`src/rtl/mcuio_pkg.sv`:
```
// package for the motor controller user i/o and analog routing block
// assumes a single 100 MHz clock and a plain register port
package mcuio_pkg;

  // =====================================================
  // register offsets (byte addresses)
  localparam logic [7:0] OFS_CTRL    = 8'h00;
  localparam logic [7:0] OFS_STATUS  = 8'h04;
  localparam logic [7:0] OFS_ANA12   = 8'h08;
  localparam logic [7:0] OFS_ANA34   = 8'h0c;
  localparam logic [7:0] OFS_INT_ST  = 8'h10;
  localparam logic [7:0] OFS_INT_EN  = 8'h14;
  localparam logic [7:0] OFS_INT_CLR = 8'h18;
  localparam logic [7:0] OFS_CMD     = 8'h1c;
  localparam logic [7:0] OFS_THERM   = 8'h20;

  // =====================================================
  // control field positions
  localparam int CTRL_MODE_LSB   = 0;  // 3 bits operating mode
  localparam int CTRL_LOOP_LSB   = 3;  // 2 bits loop kind
  localparam int CTRL_SOI_LSB    = 5;  // 2 bits stop_or_invert function
  localparam int CTRL_AUTO_BIT   = 7;  // accessory on while motor powered
  localparam int CTRL_THERM_BIT  = 8;  // thermistor fitted
  localparam int CTRL_TSEL_LSB   = 9;  // 2 bits thermistor input select
  localparam logic [31:0] CTRL_RESET = 32'h0000_0000;

  // =====================================================
  // command codes written to the command register
  localparam logic [7:0] CMD_ACC_ON  = 8'h43;  // upper case output command
  localparam logic [7:0] CMD_ACC_OFF = 8'h63;  // lower case output command

  // =====================================================
  // reply codes and numeric constants
  localparam logic [7:0] REPLY_OFF   = 8'h00;
  localparam logic [7:0] REPLY_ON    = 8'h01;
  localparam logic [7:0] ADC_OFFSET  = 8'h80;  // 128
  localparam logic [7:0] RC3_ON_LEVEL = 8'h80;
  localparam logic [7:0] THERM_HOT_DEFAULT = 8'h40;
  localparam logic [7:0] THERM_DERATE_DEFAULT = 8'h40;

  // =====================================================
  // interrupt bit positions
  localparam int IRQ_STOP   = 0;
  localparam int IRQ_INV    = 1;
  localparam int IRQ_GPIN   = 2;
  localparam int IRQ_HOT    = 3;
  localparam int IRQ_W      = 4;

  // =====================================================
  // types
  typedef enum logic [2:0] {
    MCUIO_RC_DUAL, MCUIO_SER_DUAL, MCUIO_ANA_DUAL, MCUIO_SINGLE, MCUIO_MIXED
  } mcuio_mode_e;

  typedef enum logic [1:0] {MCUIO_OPEN, MCUIO_POS, MCUIO_SPEED} mcuio_loop_e;

  typedef enum logic [1:0] {MCUIO_NOACT, MCUIO_ESTOP, MCUIO_INVERT} mcuio_soi_e;

  typedef enum logic [1:0] {
    MCUIO_ROLE_UNUSED, MCUIO_ROLE_CMD, MCUIO_ROLE_FB
  } mcuio_role_e;

  typedef struct packed {
    logic [7:0] rdy;
    logic       ack;
  } mcuio_dummy_s;

  typedef struct packed {
    logic [7:0] addr;
    logic [31:0] wdata;
    logic        wr;
    logic        rd;
  } mcuio_bus_s;

  typedef struct packed {
    logic [7:0] a1;
    logic [7:0] a2;
    logic [7:0] a3;
    logic [7:0] a4;
  } mcuio_ana_s;

endpackage

```
`src/rtl/mcuio_top.sv`:
```
// user i/o and analog routing of a dual channel motor controller
// assumes converter samples arrive synchronous to mclk, pins are asynchronous
`timescale 1ns/1ps
`default_nettype none

module mcuio_top
  import mcuio_pkg::*;
(
  // clock and reset
  input  wire logic        mclk,
  input  wire logic        resetn,
  // register port
  input  wire mcuio_bus_s  bus,
  output logic [31:0]      rdata,
  // pins
  input  wire logic        gp_input_pin,
  input  wire logic        stop_or_invert_input,
  input  wire logic [7:0]  rc_ch3_level,
  output logic             acc_out,
  output logic             acc_out_oe,
  // analog samples, unsigned converter results
  input  wire mcuio_ana_s  ana_raw,
  // motor side
  input  wire logic        motor_powered,
  output logic             drive_enable,
  output logic             controls_inverted,
  output logic             power_derate,
  output logic [7:0]       speed1_fb,
  output logic [7:0]       speed2_fb,
  output logic [7:0]       pos1_fb,
  output logic [7:0]       pos2_fb,
  // interrupt
  output logic             irq
);

  // =====================================================
  // synchronisers, three stages, second and third agree
  logic [2:0] gp_sync;
  logic [2:0] soi_sync;
  logic       gp_level;
  logic       soi_level;

  always_ff @(posedge mclk) begin
    if (!resetn) begin
      gp_sync  <= 3'h0;
      soi_sync <= 3'h7;
      gp_level <= 1'b0;
      soi_level <= 1'b1;
    end else begin
      gp_sync  <= {gp_sync[1:0], gp_input_pin};
      soi_sync <= {soi_sync[1:0], stop_or_invert_input};
      if (gp_sync[2] == gp_sync[1])
        gp_level <= gp_sync[2];
      if (soi_sync[2] == soi_sync[1])
        soi_level <= soi_sync[2];
    end
  end

  // =====================================================
  // control register
  logic [31:0] ctrl;
  mcuio_mode_e mode;
  mcuio_loop_e loop_kind;
  mcuio_soi_e  soi_fn;
  logic        auto_acc;
  logic        therm_en;
  logic [1:0]  therm_sel;
  logic [7:0]  therm_hot;

  assign mode      = mcuio_mode_e'(ctrl[CTRL_MODE_LSB +: 3]);
  assign loop_kind = mcuio_loop_e'(ctrl[CTRL_LOOP_LSB +: 2]);
  assign soi_fn    = mcuio_soi_e'(ctrl[CTRL_SOI_LSB +: 2]);
  assign auto_acc  = ctrl[CTRL_AUTO_BIT];
  assign therm_en  = ctrl[CTRL_THERM_BIT];
  assign therm_sel = ctrl[CTRL_TSEL_LSB +: 2];

  always_ff @(posedge mclk) begin
    if (!resetn) begin
      ctrl      <= CTRL_RESET;
      therm_hot <= THERM_HOT_DEFAULT;
    end else if (bus.wr) begin
      if (bus.addr == OFS_CTRL)
        ctrl <= bus.wdata;
      if (bus.addr == OFS_THERM)
        therm_hot <= bus.wdata[7:0];
    end
  end

  // =====================================================
  // accessory output
  logic acc_cmd;
  logic rc_mode;
  assign rc_mode = (mode == MCUIO_RC_DUAL);

  always_ff @(posedge mclk) begin
    if (!resetn) begin
      acc_cmd <= 1'b0;
    end else if (bus.wr && bus.addr == OFS_CMD && !rc_mode) begin
      if (bus.wdata[7:0] == CMD_ACC_ON)
        acc_cmd <= 1'b1;
      else if (bus.wdata[7:0] == CMD_ACC_OFF)
        acc_cmd <= 1'b0;
    end
  end

  logic next_acc;
  always_comb begin
    next_acc = rc_mode ? (rc_ch3_level >= RC3_ON_LEVEL) : acc_cmd;
    if (auto_acc && motor_powered)
      next_acc = 1'b1;
  end

  always_ff @(posedge mclk) begin
    if (!resetn) begin
      acc_out    <= 1'b0;
      acc_out_oe <= 1'b0;
    end else begin
      acc_out    <= 1'b0;       // open drain pulls low when on
      acc_out_oe <= next_acc;
    end
  end

  // =====================================================
  // stop or invert handling, active low
  logic soi_active;
  logic gp_valid;
  assign soi_active = !soi_level;
  assign gp_valid   = !rc_mode && gp_level;

  logic hot;
  always_ff @(posedge mclk) begin
    if (!resetn) begin
      drive_enable      <= 1'b0;
      controls_inverted <= 1'b0;
      power_derate      <= 1'b0;
    end else begin
      drive_enable      <= !(soi_fn == MCUIO_ESTOP && soi_active);
      controls_inverted <= (soi_fn == MCUIO_INVERT) && soi_active;
      power_derate      <= hot;
    end
  end

  // =====================================================
  // analog readings and roles
  logic [7:0] sgn [4];
  logic [7:0] raw [4];
  assign raw[0] = ana_raw.a1;
  assign raw[1] = ana_raw.a2;
  assign raw[2] = ana_raw.a3;
  assign raw[3] = ana_raw.a4;

  genvar gi;
  generate
    for (gi = 0; gi < 4; gi++) begin : g_ana
      assign sgn[gi] = raw[gi] - ADC_OFFSET;
    end
  endgenerate

  logic [7:0] fb1;
  logic [7:0] fb2;
  always_comb begin
    fb1 = 8'h00;
    fb2 = 8'h00;
    case (mode)
      MCUIO_RC_DUAL, MCUIO_SER_DUAL: begin
        fb1 = sgn[0];
        fb2 = sgn[1];
      end
      MCUIO_ANA_DUAL: begin
        fb1 = sgn[2];
        fb2 = sgn[3];
      end
      MCUIO_SINGLE: fb1 = sgn[0];
      MCUIO_MIXED:  fb1 = sgn[2];
      default: begin
        fb1 = 8'h00;
        fb2 = 8'h00;
      end
    endcase
  end

  always_ff @(posedge mclk) begin
    if (!resetn) begin
      speed1_fb <= 8'h00;
      speed2_fb <= 8'h00;
      pos1_fb   <= 8'h00;
      pos2_fb   <= 8'h00;
    end else begin
      speed1_fb <= (loop_kind == MCUIO_SPEED) ? fb1 : 8'h00;
      speed2_fb <= (loop_kind == MCUIO_SPEED) ? fb2 : 8'h00;
      pos1_fb   <= (loop_kind == MCUIO_POS) ? fb1 : 8'h00;
      pos2_fb   <= (loop_kind == MCUIO_POS) ? fb2 : 8'h00;
    end
  end

  // thermistor reads lower when warmer
  assign hot = therm_en && (raw[therm_sel] < therm_hot);

  // =====================================================
  // interrupts
  logic [IRQ_W-1:0] int_st;
  logic [IRQ_W-1:0] int_en;
  logic [IRQ_W-1:0] ev;
  logic             gp_prev;
  logic             hot_prev;
  logic             soi_prev;

  always_ff @(posedge mclk) begin
    if (!resetn) begin
      gp_prev  <= 1'b0;
      hot_prev <= 1'b0;
      soi_prev <= 1'b0;
    end else begin
      gp_prev  <= gp_valid;
      hot_prev <= hot;
      soi_prev <= soi_active;
    end
  end

  assign ev[IRQ_STOP] = soi_active && !soi_prev && soi_fn == MCUIO_ESTOP;
  assign ev[IRQ_INV]  = soi_active && !soi_prev && soi_fn == MCUIO_INVERT;
  assign ev[IRQ_GPIN] = gp_valid != gp_prev;
  assign ev[IRQ_HOT]  = hot && !hot_prev;

  logic [IRQ_W-1:0] clr;
  assign clr = (bus.wr && bus.addr == OFS_INT_CLR) ? bus.wdata[IRQ_W-1:0] : '0;

  always_ff @(posedge mclk) begin
    if (!resetn) begin
      int_st <= '0;
      int_en <= '0;
      irq    <= 1'b0;
    end else begin
      int_st <= (int_st & ~clr) | ev;
      if (bus.wr && bus.addr == OFS_INT_EN)
        int_en <= bus.wdata[IRQ_W-1:0];
      irq <= |(((int_st & ~clr) | ev) & int_en);
    end
  end

  // =====================================================
  // read port, data one cycle after strobe
  always_ff @(posedge mclk) begin
    if (!resetn) begin
      rdata <= 32'h0;
    end else if (bus.rd) begin
      case (bus.addr)
        OFS_CTRL:   rdata <= ctrl;
        // four groups: reserved, fixed off reply, general input, stop input
        OFS_STATUS: rdata <= {8'h00, REPLY_OFF,
                              gp_valid ? REPLY_ON : REPLY_OFF,
                              soi_level ? REPLY_ON : REPLY_OFF};
        OFS_ANA12:  rdata <= {16'h0, sgn[0], sgn[1]};
        OFS_ANA34:  rdata <= {16'h0, sgn[2], sgn[3]};
        OFS_INT_ST: rdata <= {{(32-IRQ_W){1'b0}}, int_st};
        OFS_INT_EN: rdata <= {{(32-IRQ_W){1'b0}}, int_en};
        OFS_THERM:  rdata <= {24'h0, therm_hot};
        OFS_CMD:    rdata <= {31'h0, acc_cmd};
        default:    rdata <= 32'h0;
      endcase
    end else begin
      rdata <= 32'h0;
    end
  end
endmodule

`default_nettype wire

```
`config.mk`:
```
export PLATFORM = sky130hd
export DESIGN_NAME = mcuio_top
export DESIGN_NICKNAME = d
export VERILOG_FILES = /design/src/rtl/mcuio_pkg.sv /design/src/rtl/mcuio_top.sv
export SDC_FILE = /design/constraint.sdc
export NUM_CORES = 1
export LEC_CHECK = 0
export BUFFER_PORTS_ARGS = -buffer_cell sky130_fd_sc_hd__buf_2
export CORE_MARGIN = 2
export CORE_UTILIZATION = 35
export DETAILED_ROUTE_END_ITERATION = 12
export PLACE_DENSITY = 0.66
export SLEW_MARGIN = 20
export SYNTH_ARGS = -nofsm -noshare
export SYNTH_HDL_FRONTEND = slang
export SYNTH_SLANG_ARGS = --single-unit
```
`constraint.sdc`:
```
create_clock -name mclk -period 2.8 [get_ports mclk]
set_input_delay 0.28 -clock mclk [delete_from_list [all_inputs] [get_ports mclk]]
set_output_delay 0.28 -clock mclk [all_outputs]
set_load 0.03 [all_outputs]
```
* Word level (Yosys, flattened, before mapping)
Index checks and enable logic that the tools add are counted.
** Storage, ports and cells
- Bits of input ports :: 87
- Word-level logic and storage cells :: 98
- Flip-flop bits (word level) :: 128
** Cells by class
- Add/sub/neg operators :: 4
- Equal/unequal tests :: 21
- Magnitude comparators :: 3
- Multiplexer cells :: 13
- Reductions and logical operators :: 31
- Bitwise gates (word level) :: 5
** Operator list (number)
- $pmux 32 s8 :: 1
- $eq 8x5->1 const B :: 4
- $pmux 8 s2 :: 2
- $sub 8x8->8 const B :: 4
- $bmux 8 s2 :: 1
- $eq 8x4->1 const B :: 2
- $eq 8x7->1 const B :: 2
- $mux 8 :: 2
- $logic_and 1x1->1 :: 13
- $reduce_and 2->1 :: 6
- $and 4x4->4 :: 2
- $eq 8x3->1 const B :: 1
- $eq 8x6->1 const B :: 1
- $ge 8x8->1 const B :: 1
- $logic_not 8->1 :: 1
- $lt 8x8->1 :: 1
- $eq 3x2->1 const B :: 2
- $mux 1 :: 6
- $logic_not 1->1 :: 5
- $eq 2x1->1 const B :: 2
- $eq 2x2->1 const B :: 2
- $mux 4 :: 1
- $not 4->4 :: 1
- $or 4x4->4 :: 1
- 11 further kinds :: 13

* Longest topological paths before layout
- Depth after elaboration :: 10
- Depth in mapped cells :: 8
- Depth with buffers taken out :: 7

* Worst setup path after synthesis
Ideal clock, no wire load.
- Path type :: register to register
- From :: register ctrl[9]
- To :: register irq
- Setup slack :: 0.107 ns
- Cell stages (with the launch flop) :: 9
- Arrival time :: 2.559 ns
- Period minus slack after synthesis :: 2.693 ns
- Buffers on the path :: 1
- Cell sequence :: dfxtp_1 -> clkbuf_1 -> mux4_2 -> ha_1 -> nand4_1 -> a211oi_1 -> a211oi_1 -> and3_1 -> or4_1
** Between the ends
- Cells in the longest elaborated chain, start to end :: 10
** RTL lines
- from (decl) :: RTL line mcuio_top.sv:61 : logic [31:0] ctrl;
- from (signal assigned) :: RTL line mcuio_top.sv:83 : ctrl <= bus.wdata;
- $not 2->3 (implied by the code) :: RTL line mcuio_top.sv:197 : assign hot = therm_en && (raw[therm_sel] < therm_hot);
- $bmux 8 s2 :: RTL line mcuio_top.sv:197
- $mux 8 (implied by the code) (2 in series) :: RTL line mcuio_top.sv:197
- $lt 8x8->1 :: RTL line mcuio_top.sv:197
- $logic_and 1x1->1 :: RTL line mcuio_top.sv:197
- $logic_and 1x1->1 :: RTL line mcuio_top.sv:223 : assign ev[IRQ_HOT] = hot && !hot_prev;
- $or 4x4->4 :: RTL line mcuio_top.sv:237 : irq <= |(((int_st & ~clr) | ev) & int_en);
- $and 4x4->4 :: RTL line mcuio_top.sv:237
- $reduce_or 4->1 :: RTL line mcuio_top.sv:237
- to (signal assigned) :: RTL line mcuio_top.sv:237
- to (decl) :: RTL line mcuio_top.sv:33 : output logic irq
Every way passes these cells. The select of a mux whose other input is x is not followed.
A chain may end at the register's enable or synchronous reset.

* Worst setup path in the final report
- From :: register ctrl[10]
- To :: register irq
The elaborated chain is that of the path after synthesis.

==> impl_metrics.env <==
export IMPL_synth_top_cell_area_share_pct=51.5
export IMPL_postRouteWirelength_um=14600
export IMPL_vias=4523
export IMPL_critPathSlowestCell="mux4_2"
export IMPL_die_area_um2=15200
export IMPL_via_per_inst=5.16
export IMPL_clock_sinks=128
export IMPL_fmax_mhz=365
export IMPL_synth_flop_cell="dfxtp_1"
export IMPL_start_util_pct=35.8
export IMPL_avgRoutedWirePerCell_um=16.7
export IMPL_synth_fa_ha_area_share_pct=1.76
export IMPL_power_per_cell_area_nw_per_um2=663
export IMPL_synth_mux_area_share_pct=6.84
export IMPL_min_period_ps=2740
export IMPL_gp_congestion=0.940
export IMPL_syn_instance_count=535
export IMPL_cp_slowest_stage_delay_ps=530
export IMPL_cts_buffers=17
export IMPL_required_ps=3090
export IMPL_syn_num_nets=629
export IMPL_netlist_area_um2=4980
export IMPL_hpwl_um=10800
export IMPL_synthXorXnorAreaFrac_pct=0.352
export IMPL_cts_root_buf="clkbuf_16"
export IMPL_cts_tree="done"
export IMPL_rr_worst_depth=7
export IMPL_cts_clk_slew_worst_paths_ps=60
export IMPL_r2r_slack_ps=60
export IMPL_setup_viol=0
export IMPL_yosysWarnings=0
export IMPL_diodes=0
export IMPL_synth_simple_gate_area_share_pct=21.4
export IMPL_max_cap_violations=0
export IMPL_hold_class="in2reg"
export IMPL_holdCritStartpoint="stop_or_invert_input"
export IMPL_htreeDepth=4
export IMPL_crit_top_cell="a211oi_1"
export IMPL_worst_pin_slew_ps=843
export IMPL_hold_buffers=0
export IMPL_crit_type="reg2reg"
export IMPL_core_area_um2=13900
export IMPL_antenna_found_initial=0
export IMPL_yosys_top_cells_count="dfxtp_1 (128), nand2_1 (81), nor2_1 (62), a21oi_1 (56), and2_1 (20)"
export IMPL_status="finished clean"
export IMPL_worstSkewPairLatency_ps=410
export IMPL_post_route_period_util_pct=97.8
export IMPL_grt_pass1_wl_um=22400
export IMPL_drv_slew=0
export IMPL_ys_top_cells_by_area="dfxtp_1 (51%), nand2_1 (6.1%), a21oi_1 (5.6%), nor2_1 (4.7%), mux4_2 (3.6%)"
export IMPL_worstPathArrival_ps=3030
export IMPL_port_buffers=148
export IMPL_power_leakage_nw=2.81
export IMPL_layout_nets=777
export IMPL_ios=157
export IMPL_firstDrtPassIters=7
export IMPL_path_cells="mux4_2 > ha_1 > nand4_1 > a211oi_1 > a211oi_1 > and3_1 > or4_1"
export IMPL_synth_compound_area_share_pct=13.8
export IMPL_avgSynthCellArea_um2=9.30
export IMPL_finalSetupTns_ps=0
export IMPL_drc_errors=0
export IMPL_synth_seq_cells=128
export IMPL_yosysMostFrequentCell="dfxtp_1"
export IMPL_post_route_cells_drive_above_1_share_pct=29.9
export IMPL_setup_slack_ps=61.5
export IMPL_synthArstFlopShare_pct=0
export IMPL_grt_pass1_vias=4324
export IMPL_crit_fanout=8
export IMPL_grt_max_degree=39
export IMPL_ys_seq_area_share_pct=51.5
export IMPL_power_mw=4.32
export IMPL_timing_rr_start="ctrl[10]$_SDFFE_PN0P_"
export IMPL_synth_top_family_by_area="simple AND/OR/NAND/NOR gates"
export IMPL_hold_viol_final=0
export IMPL_ant_nets=0
export IMPL_finalClockSkew_ps=9.39
export IMPL_synth_distinct_cells=53
export IMPL_die_h_um=123
export IMPL_rsz0062_at_grt="false"
export IMPL_holdPathEnd="soi_sync[0]$_SDFF_PN1_"
export IMPL_synth_enable_flop_cells=0
export IMPL_drtIter0Drc=480
export IMPL_rows=43
export IMPL_ir_drop_v=0.000408
export IMPL_die_x_um=123
export IMPL_cp_end_kind="flop"
export IMPL_syn2layout_area_growth_pct=31.1
export IMPL_cts_buffer_depth=2
export IMPL_yosys_area_top_type="dfxtp_1"
export IMPL_min_path_cells=2
export IMPL_grt_usage_pct=19.5
export IMPL_startpoint_type="flop"
export IMPL_rr_endpoint="irq$_SDFF_PN0_"
export IMPL_relSlewSlack_pct=43.8
export IMPL_pre_cts_ws_ps=-138
export IMPL_gr_total_overflow=0
-- power by group --
part           total [mW]  switching, mW  leakage (nW)  internal (mW)
clock network        2.30          0.772         0.300           1.53
logic               0.188          0.111          1.47         0.0769
registers            1.83        0.00255          1.03           1.83
-- routing by layer --
metal | GRT usage [%] | wire (µm) | up-vias | part of all wire, %
li1 | - | - | 2156 | -
met1 | 24.3 | 6230 | 2156 | 43
met2 | 31.0 | 6870 | 185 | 47
met3 | 5.95 | 1140 | 26 | 7.8
met4 | 9.16 | 378 | 0 | 2.6
met5 | 0 | 0 | - | 0
-- sequential cells by signal (all words and copies together) (netlist names), 3 cells and up --
name / count
gp_sync: 3
int_st: 4
pos1_fb: 8
soi_sync: 3
pos2_fb: 8
int_en: 4
speed2_fb: 8
speed1_fb: 8
ctrl: 32
therm_hot: 8
rdata: 32
-- final cells by class --
| type | count | area [µm²] |
|---|---|---|
| tap | 180 | 225 |
| fill | 1329 | 7360 |
| clock buffer | 22 | 464 |
| multi-input combinational | 360 | 2200 |
| timing repair buffer | 161 | 851 |
| sequential | 128 | 2570 |
| inverter | 15 | 56.3 |
| clock inverter | 10 | 159 |
-- metrics by stage --
stage | area [µm²] | instances | hold WS (ps) | util [%]
after floorplan | 4980 | 535 | 381 | -
after global placement | 5890 | 844 | 391 | 42.5
after detailed placement | 5890 | 844 | 391 | 42.5
after CTS | 6520 | 876 | 29.6 | 47.0
after global routing | 6520 | 876 | 57.7 | 47.0
final | 6520 | 876 | 46.1 | 47.0
-- cells by family (layout without fill, tap and decap cells) --
group / after synthesis / in the layout
buffers and inverters: 47 / 208
and+or+nand+nor: 220 / 220
adders and majority gates: 7 / 7
muxes: 24 / 24
DFF: 128 / 128
xor gates and xnor gates: 2 / 2
AOI/OAI and AO/OA: 106 / 106
other: 1 / 1
-- worst max-delay path, delay by kind of cell, from the launching register on --
family	cells	cell delay (ps)
and+or+nand+nor	3	860
AOI/OAI and AO/OA	2	460
muxes	1	530
DFF	1	430
adders and majority gates	1	330
-- what timing repair did --
item	4_1_cts	5_1_grt
endpoints found under the setup margin	1	1
buffers inserted	0	0
gates resized for setup	1	1
-- how the worst max path moves through the flow --
stage | startpoint | end | slack, ps | depth (start not counted)
after global placement | ctrl[10]$_SDFFE_PN0P_ | irq$_SDFF_PN0_ | -7 | 7
final | ctrl[10]$_SDFFE_PN0P_ | irq$_SDFF_PN0_ | 60 | 7
after floorplan | ctrl[9]$_SDFFE_PN0P_ | irq$_SDFF_PN0_ | 110 | 8
after global routing | ctrl[10]$_SDFFE_PN0P_ | irq$_SDFF_PN0_ | 0.02 | 7
after detailed placement | ctrl[10]$_SDFFE_PN0P_ | irq$_SDFF_PN0_ | -140 | 7
after CTS | ctrl[10]$_SDFFE_PN0P_ | irq$_SDFF_PN0_ | 20 | 7
-- cells in the final DEF (no fill, tap or decap), types with 3 or more instances in the layout --
cell	count
buf_2	148
dfxtp_1	127
nand2_1	81
nor2_1	62
a21oi_1	56
and2_1	20
clkbuf_16	17
mux2i_1	16
inv_1	14
a22oi_1	12
buf_4	12
a222oi_1	11
nor2b_1	10
mux4_2	8
and3_1	7
o21ai_0	7
ha_1	7
nand4_1	6
nor3_1	5
nand3_1	5
nand2b_1	5
bufinv_16	4
nand3b_1	3
a32oi_1	3
nor4_1	3
a211oi_1	3
clkinv_2	3
clkbuf_1	3
Power figures use the tool's default switching activity.
